<file path="config.mk">
export PLATFORM = sky130hd
export DESIGN_NAME = od_orientation_detector
export DESIGN_NICKNAME = d
export VERILOG_FILES = /design/src/verilog/od_pkg.sv /design/src/verilog/od_orientation_detector.sv
export SDC_FILE = /design/constraint.sdc
export NUM_CORES = 2
export LEC_CHECK = 0
export ABC_AREA = 1
export ABC_CLOCK_PERIOD_IN_PS = 25500
export BUFFER_PORTS_ARGS = -buffer_cell sky130_fd_sc_hd__buf_2
export CORE_ASPECT_RATIO = 1.4
export CORE_UTILIZATION = 45
export CTS_BUF_LIST = sky130_fd_sc_hd__clkbuf_4
export CTS_CLUSTER_DIAMETER = 50
export CTS_CLUSTER_SIZE = 12
export DETAILED_ROUTE_END_ITERATION = 6
export PLACE_DENSITY = 0.59
export RECOVER_POWER = 50
export SETUP_SLACK_MARGIN = 0.5
export SYNTH_ARGS = -nofsm -noshare
export SYNTH_HDL_FRONTEND = slang
export SYNTH_SLANG_ARGS = --single-unit
export TNS_END_PERCENT = 20
</file>
<file path="constraint.sdc">
create_clock -name ref_clk -period 25.5 [get_ports ref_clk]
set_clock_uncertainty 0.15 [all_clocks]
set_input_delay 5.1 -clock ref_clk [delete_from_list [all_inputs] [get_ports ref_clk]]
set_output_delay 5.1 -clock ref_clk [all_outputs]
set_load 0.01 [all_outputs]
</file>
<file path="src/verilog/od_pkg.sv">
// Constants, codes and carriers of the orientation detector
package od_pkg;

  // ----------------------------------------------------------------
  // Register map
  // ----------------------------------------------------------------
  localparam int unsigned OD_AW = 6;
  localparam logic [OD_AW-1:0] OD_ADDR_RATE = 6'h2C;
  localparam logic [OD_AW-1:0] OD_ADDR_CONF = 6'h3B;
  localparam logic [OD_AW-1:0] OD_ADDR_STAT = 6'h3C;
  localparam logic [7:0] OD_RATE_RST = 8'h0A;
  localparam logic [7:0] OD_CONF_RST = 8'h00;
  localparam logic [7:0] OD_ZERO8 = 8'h00;

  // ----------------------------------------------------------------
  // Configuration fields
  // ----------------------------------------------------------------
  localparam int unsigned OD_CONF_IRQ_EN = 7;
  localparam int unsigned OD_CONF_DZ_HI = 6;
  localparam int unsigned OD_CONF_DZ_LO = 4;
  localparam int unsigned OD_CONF_SEL3D = 3;
  localparam int unsigned OD_CONF_DIV_HI = 2;
  localparam int unsigned OD_CONF_DIV_LO = 0;

  // ----------------------------------------------------------------
  // Orientation codes: {axis index, negative}
  // ----------------------------------------------------------------
  localparam logic [1:0] OD_2D_PLUS_X = 2'h0;
  localparam logic [2:0] OD_3D_FRONT = 3'h0;
  localparam logic [2:0] OD_3D_LEFT = 3'h2;
  localparam logic [2:0] OD_3D_TOP = 3'h4;
  localparam logic [2:0] OD_3D_BOTTOM = 3'h5;
  localparam logic [2:0] OD_2D_LAST_RST = 3'h0;
  localparam logic [2:0] OD_3D_LAST_RST = 3'h7;

  // ----------------------------------------------------------------
  // Filter and dead zone
  // ----------------------------------------------------------------
  localparam int unsigned OD_FRAC = 8;
  localparam logic [3:0] OD_SHIFT_BASE = 4'h1;
  localparam logic [7:0] OD_DZ_UNITY = 8'hFF;
  // Ratio limit tan(45deg - half zone) in 1/256, total zone 5.1deg per step
  localparam logic [7:0] OD_DZ_RATIO [8] = '{8'hFF, 8'hEA, 8'hD6, 8'hC3, 8'hB2, 8'hA1, 8'h92, 8'h83};

  // ----------------------------------------------------------------
  // Carriers
  // ----------------------------------------------------------------
  typedef struct packed {
    logic signed [15:0] x;
    logic signed [15:0] y;
    logic signed [15:0] z;
  } od_sample_s;

  typedef struct packed {
    logic rsvd;
    logic valid_2d_flag;
    logic [1:0] code_2d;
    logic valid_3d_flag;
    logic [2:0] code_3d;
  } od_status_s;

endpackage
</file>
<file path="src/verilog/od_orientation_detector.sv">
// Orientation detector: filter, 2D/3D classification, registers and event
`timescale 1ns/100ps

// Operation
// - Orientation status register holds 2D and 3D results together.
// - Status bit 6 flags 2D validity, bit 3 flags 3D validity.
// - Cleared flag means orientation unknown, including dead zone.
// - 2D uses x and y; portrait from x sign, landscape from y sign.
// - 3D adds z; reports which of six faces is up, by axis and sign.
// - Samples low-pass filtered; bandwidth from config bits 2:0.
// - Filter uses output samples; status updates once per sample.
// - Bandwidth is fraction of data rate; code 3 gives rate/100.
// - Config bits 6:4 set dead zone width.
// - Dead zone angle is total, split evenly about the bisector.
// - Config bit 7 enables event on new valid orientation.
// - Config bit 3 selects whether 2D or 3D drives the event.
// - Rate register write or standby clears filter and status.
// - After clearing, event only if orientation differs from +X or undefined.
module od_orientation_detector #(
  parameter int unsigned DW = 16
) (
  input wire logic ref_clk,                    // 100 MHz clock
  input wire logic rst,                        // Async reset, active high
  input wire logic standby,                    // Part in standby
  input wire logic sample_valid,               // New output sample
  input wire od_pkg::od_sample_s sample,       // Output acceleration sample
  input wire logic reg_wr,                     // Register write strobe
  input wire logic reg_rd,                     // Register read strobe
  input wire logic [od_pkg::OD_AW-1:0] reg_addr, // Register address
  input wire logic [7:0] reg_wdata,            // Write data
  output logic [7:0] reg_rdata,                // Read data, one cycle after strobe
  output logic [7:0] output_rate_control,      // Rate register contents
  output od_pkg::od_status_s orient_status,    // Orientation status register
  output logic orient_irq                      // One-cycle new orientation event
);
  import od_pkg::*;

  localparam int unsigned FW = DW + OD_FRAC;

  // ----------------------------------------------------------------
  // Registers and function reset
  // ----------------------------------------------------------------
  logic [7:0] rate_r;
  logic [7:0] conf_r;
  logic [7:0] rdata_r;
  od_status_s stat_r;
  logic pend_r;
  logic irq_r;
  logic [2:0] last2_r;
  logic [2:0] last3_r;

  wire wr_rate = reg_wr && (reg_addr == OD_ADDR_RATE);
  wire wr_conf = reg_wr && (reg_addr == OD_ADDR_CONF);
  wire fn_rst = wr_rate || standby;
  wire irq_en = conf_r[OD_CONF_IRQ_EN];
  wire sel3d = conf_r[OD_CONF_SEL3D];
  wire [2:0] div_code = conf_r[OD_CONF_DIV_HI:OD_CONF_DIV_LO];
  wire [2:0] dz_code = conf_r[OD_CONF_DZ_HI:OD_CONF_DZ_LO];

  logic [7:0] rd_val;
  assign rd_val = (reg_addr == OD_ADDR_RATE) ? rate_r :
                  (reg_addr == OD_ADDR_CONF) ? conf_r :
                  (reg_addr == OD_ADDR_STAT) ? stat_r : OD_ZERO8;

  always_ff @(posedge ref_clk or posedge rst) begin
    if (rst) begin
      rate_r <= OD_RATE_RST;
      conf_r <= OD_CONF_RST;
      rdata_r <= OD_ZERO8;
    end else begin
      if (wr_rate) begin
        rate_r <= reg_wdata;
      end
      if (wr_conf) begin
        conf_r <= reg_wdata;
      end
      if (reg_rd) begin
        rdata_r <= rd_val;
      end
    end
  end

  // ----------------------------------------------------------------
  // Low-pass filter, one per axis
  // ----------------------------------------------------------------
  logic signed [DW-1:0] raw [3];
  logic signed [FW-1:0] filt_r [3];
  logic [DW-1:0] mag [3];
  logic neg [3];
  // Shift of first-order filter; code 3 gives 1/16, about rate/100
  wire [3:0] shift = {1'b0, div_code} + OD_SHIFT_BASE;

  assign raw[0] = sample.x;
  assign raw[1] = sample.y;
  assign raw[2] = sample.z;

  for (genvar i = 0; i < 3; i++) begin : g_axis
    wire signed [FW:0] diff = {raw[i][DW-1], raw[i], {OD_FRAC{1'b0}}} - {filt_r[i][FW-1], filt_r[i]};
    wire signed [FW:0] step = diff >>> shift;
    wire signed [DW-1:0] whole = filt_r[i][FW-1:OD_FRAC];
    assign neg[i] = whole[DW-1];
    assign mag[i] = neg[i] ? DW'(-whole) : DW'(whole);

    always_ff @(posedge ref_clk or posedge rst) begin
      if (rst) begin
        filt_r[i] <= '0;
      end else if (fn_rst) begin
        filt_r[i] <= '0;
      end else if (sample_valid) begin
        filt_r[i] <= filt_r[i] + step[FW-1:0];
      end
    end
  end

  // ----------------------------------------------------------------
  // Classification
  // ----------------------------------------------------------------
  // Valid only if second/largest ratio stays below the zone limit
  wire [7:0] dz_ratio = OD_DZ_RATIO[dz_code];

  wire x_over_y = mag[0] >= mag[1];
  wire [DW-1:0] a2 = x_over_y ? mag[0] : mag[1];
  wire [DW-1:0] b2 = x_over_y ? mag[1] : mag[0];
  wire [1:0] code2 = x_over_y ? {1'b0, neg[0]} : {1'b1, neg[1]};
  wire valid2 = ({b2, 8'h00} < (a2 * dz_ratio)) && (a2 != '0);

  wire [1:0] big3 = (x_over_y && mag[0] >= mag[2]) ? 2'h0 :
                    (!x_over_y && mag[1] >= mag[2]) ? 2'h1 : 2'h2;
  wire [DW-1:0] a3 = mag[big3];
  wire [DW-1:0] b3 = (big3 == 2'h2) ? a2 : ((mag[2] > b2) ? mag[2] : b2);
  wire [2:0] code3 = {big3, neg[big3]};
  wire valid3 = ({b3, 8'h00} < (a3 * dz_ratio)) && (a3 != '0);

  od_status_s cls;
  assign cls = '{rsvd: 1'b0, valid_2d_flag: valid2, code_2d: code2, valid_3d_flag: valid3, code_3d: code3};

  // ----------------------------------------------------------------
  // Status, event tracking
  // ----------------------------------------------------------------
  wire new2 = valid2 && ({1'b0, code2} != last2_r);
  wire new3 = valid3 && (code3 != last3_r);
  wire fire = pend_r && irq_en && (sel3d ? new3 : new2);

  always_ff @(posedge ref_clk or posedge rst) begin
    if (rst) begin
      pend_r <= 1'b0;
      stat_r <= '0;
      irq_r <= 1'b0;
      last2_r <= OD_2D_LAST_RST;
      last3_r <= OD_3D_LAST_RST;
    end else if (fn_rst) begin
      pend_r <= 1'b0;
      stat_r <= '0;
      irq_r <= 1'b0;
      last2_r <= OD_2D_LAST_RST;
      last3_r <= OD_3D_LAST_RST;
    end else begin
      pend_r <= sample_valid;
      irq_r <= fire;
      if (pend_r) begin
        stat_r <= cls;
        if (valid2) begin
          last2_r <= {1'b0, code2};
        end
        if (valid3) begin
          last3_r <= code3;
        end
      end
    end
  end

  assign reg_rdata = rdata_r;
  assign output_rate_control = rate_r;
  assign orient_status = stat_r;
  assign orient_irq = irq_r;
endmodule

</file>
==> results.txt <==
----------------------------------------------------
[Routing]
  Number of nets with antenna violations after routing ... 0
  Number of vias after detailed routing ... 24950
  Drt first pass iters ... 6
  Mean number of vias per cell ... ~5.5
  Drt drc ... 0
  First-iteration detailed-routing DRC count ... 1426
  Overall routed net length ... between 80000 and 90000 um
  Per-cell routed wire length ... about 18 um

[Yosys]
  Count of warnings emitted by yosys ... 0
  Total of flip-flops plus latches after synthesis ... 110
  Top-count cell post-synth ... nand2_1
  Library cell with the largest summed area after synthesis ... ha_1
  Area of the mapped netlist ... 0.02499 mm2
  Number of standard cells after synthesis ... 3811
  Dominant register cell in the synthesized netlist ... dfrtp_1
  Sequential fraction of the synthesis area ... 0.1104
  Ranking of synthesized cells by area ... ha_1 15%, fa_1 14%, nand2_1 13%
  Top cell type's share of synthesized area ... 0.1512
  Most instantiated cells after synthesis ... 857 x nand2_1, 591 x inv_1, 302 x ha_1, 301 x nor2_1, 296 x o21ai_0
  Proportion of synthesized flip-flops having asynchronous set or reset ... 1.000
  Synthesized net count ... roughly 4400
  Mean Syn Cell Area ... roughly 6.6 um2
  Yosys cell types ... 56
  Number of enable flip-flop cells after synthesis ... 0

[Critical path]
  Arrival time reported for the critical path endpoint ... ~12000 ps
  Critical-path maximum fanout ... 42
  WS Path Type ... flop to flop
  Worst Reg-to-Reg Cells ... 57
  Cell seen most often among critical-path stages ... nand2_1
  WP buf/inv ... 7
  Family with the most delay on the worst path ... simple AND/OR/NAND/NOR gates
  Worst stage delay on the critical path ... about 560 ps
  Startpoint of the worst setup timing path ... filt_r[56]$_DFFE_PP0P_
  Data required, critical path ... 25860 ps
  Worst setup EP type ... flop
  Launching element type of the critical path ... flop
  R2R Path End ... last3_r[0]$_DFFE_PP1P_
  Worst R2R Setup Slack ... roughly 14000 ps
  Worst R2R Start ... filt_r[56]$_DFFE_PP0P_
  Cell with the largest stage delay on the worst path ... fa_1

[Placed design]
  Post-Place Cells ... ~4500
  Routability congestion estimate from global placement ... about 0.96
  HPWL after DPL ... slightly below 70000 um
  Port Buffers ... between 90 and 100

[Clock network]
  Clk slew on worst S/H paths ... around 220 ps
  Setup Buffers After CTS ... 0
  TritonCTS Sinks ... 110
  Resized cells post-CTS ... 0
  H-Tree Depth ... 3
  Clock buffer count from CTS ... 9
  Clock tree root buffer cell ... clkbuf_4
  Maximum count of clock buffers along a single path ... 2
  Hold-fix buffers, CTS ... 0
  Clock latency on the worst-skew pair ... about 600 ps
  CTS tree ... built

[STA]
  Slew at the pin closest to its max-slew limit ... ~3800 ps
  Final clock period utilization by the worst path ... 0.4449
  Final period demand of the worst path ... between 10000 and 15000 ps
  Sum Neg Setup Slack ... 0 ps
  Max Transition Viols Final ... approximately 110
  Max Fclk ... 88.14 MHz
  Unrepaired setup endpoints after global routing ... no
  Final number of hold-violating endpoints ... 0
  Endpoints failing setup ... 0
  Max-Slew Margin vs Limit ... -1.509

[Worst hold path]
  Hold-critical path depth ... 2
  Startpoint of the most critical hold path ... last3_r[2]$_DFFE_PP1P_
  End point of the worst hold path ... last3_r[2]$_DFFE_PP1P_
  Hold Path Class ... flop to flop

[Finish]
  Layout Nets ... ~4400
  Area growth syn-to-layout ... 5.082%
  Fraction of final layout cells with drive strength greater than 1 ... 0.06165
  Final Non-Filler Cells ... about 4600
  Number of inserted filler cells in the final layout ... about 5900

[Outcome]
  Violated checks ... max-capacitance violations, max-slew violations
  Status ... complete, but fails checks

[GRT]
  Gr ovfl total ... 0
  Gr busiest metal ... met2
  Vias in the first global route ... ~25000
  GR Layer Usage met3 ... 0.02679
  Met1 Use GR ... 0.3396
  Largest net degree at the start of global routing ... between 70 and 80
  Global-route met2 utilization ... 0.5370
  Global-route usage over all layers ... 0.2929
  First-pass GRT wire length ... between 100000 and 150000 um
  Antenna violations before repair ... 1

[Floorplanning]
  Initial core utilization ... 0.4578
  Die outline height ... between 200 and 300 um
  Area of the core ... around 0.055 mm2
  Row count ... between 100 and 150
  I/O pin count ... 93
  Die area ... about 0.056 mm2
  Overall die width ... slightly above 200 um

[Run]
  MaxCap Viol Count ... 2

----------------------------------------------------
## final cells by class
class	count	area, um2	share of cell area
Multi-Input combinational cell	2952	19360	0.7374
Sequential cell	110	2760	0.1051
Inverter	621	2332	0.08881
Tap cell	721	902.1	0.03435
Timing Repair Buffer	129	737.0	0.02806
Clock inverter	7	91.34	0.003478
Clock buffer	9	67.56	0.002573
Antenna cell	2	5.005	0.0001906
## cell families (layout without fill, tap and decap cells)
family / after synthesis / after routing / synth area share
xor+xnor: 146 / 146 / 0.05117
buf+inv: 749 / 766 / 0.1159
fa+ha+maj: 473 / 473 / 0.2882
mux: 9 / 9 / 0.003605
compound gates: 740 / 740 / 0.1634
other cells: 1 / 3 / 0.0001501
flops: 110 / 110 / 0.1104
simple gates: 1583 / 1583 / 0.2673
## metal layers
metal | up-vias | part of all wire
met4 | 0 | 0.050
li1 | 12460 | -
met1 | 11700 | 0.40
met3 | 174 | 0.040
met2 | 618 | 0.51
met5 | - | 0
## sequential cells by signal (all words and copies together), names as in the netlist
name,flops
orient_irq,1
orient_status,7
last2_r,2
last3_r,3
filt_r,72
output_rate_control,8
reg_rdata,8
conf_r,8
pend_r,1
## through the flow
step / utilization / cell area, um2 / hold slack, ps / setup slack, ps
floorplan: - / 24990 / 312.8 / 15870
global placement: 0.4781 / 26100 / 329.3 / 14510
detailed placement: 0.4781 / 26100 / 331.1 / 14320
CTS: 0.4810 / 26260 / 356.9 / 14260
global route: 0.4810 / 26260 / 363.7 / 13090
finish: 0.4810 / 26260 / 356.9 / 14150
## worst register-to-register path, delay by kind of cell (launching register included)
family / cells / cell delay [ps]
and+or+nand+nor: 31 / 3640
buffers and inverters: 7 / 1200
xor gates and xnor gates: 2 / 560
adders and majority gates: 8 / 2980
DFF: 1 / 510
AOI/OAI and AO/OA: 9 / 2250
## worst max path at each step
| stage | cells past startpoint | to | slack [ps] |
|---|---|---|---|
| final | 57 | last3_r[0]$_DFFE_PP1P_ | 14150 |
| after global routing | 58 | last3_r[2]$_DFFE_PP1P_ | 13090 |
| after CTS | 57 | last3_r[0]$_DFFE_PP1P_ | 14260 |
| after detailed placement | 57 | last3_r[0]$_DFFE_PP1P_ | 14320 |
| after global placement | 57 | last3_r[1]$_DFFE_PP1P_ | 14510 |
| after floorplan | 36 | filt_r[70]$_DFFE_PP0P_ | 15870 |
## cell usage in the layout, fill, tap and decap left out, types with 14 or more instances in the layout
cell type | Yosys | routed
nand4_1 | 38 | 38
o31ai_1 | 22 | 22
nor4_1 | 14 | 14
nor3_1 | 26 | 25
inv_1 | 591 | 585
inv_2 | 24 | 29
a31oi_1 | 23 | 23
xor2_1 | 100 | 99
or2_2 | 18 | 18
nor2_1 | 301 | 300
o21ai_0 | 296 | 296
fa_1 | 171 | 171
o22ai_1 | 46 | 46
nand2_2 | 14 | 14
nand2_1 | 857 | 857
dfrtp_1 | 105 | 104
buf_2 | 7 | 91
buf_4 | 4 | 37
o21ai_1 | 32 | 32
a21oi_1 | 240 | 240
xnor2_1 | 46 | 46
ha_1 | 302 | 301
nand3_1 | 291 | 291
Power is left out: the tool's default activity adds up to more than one toggle a clock period on the data nets, which glitch-free logic cannot reach.
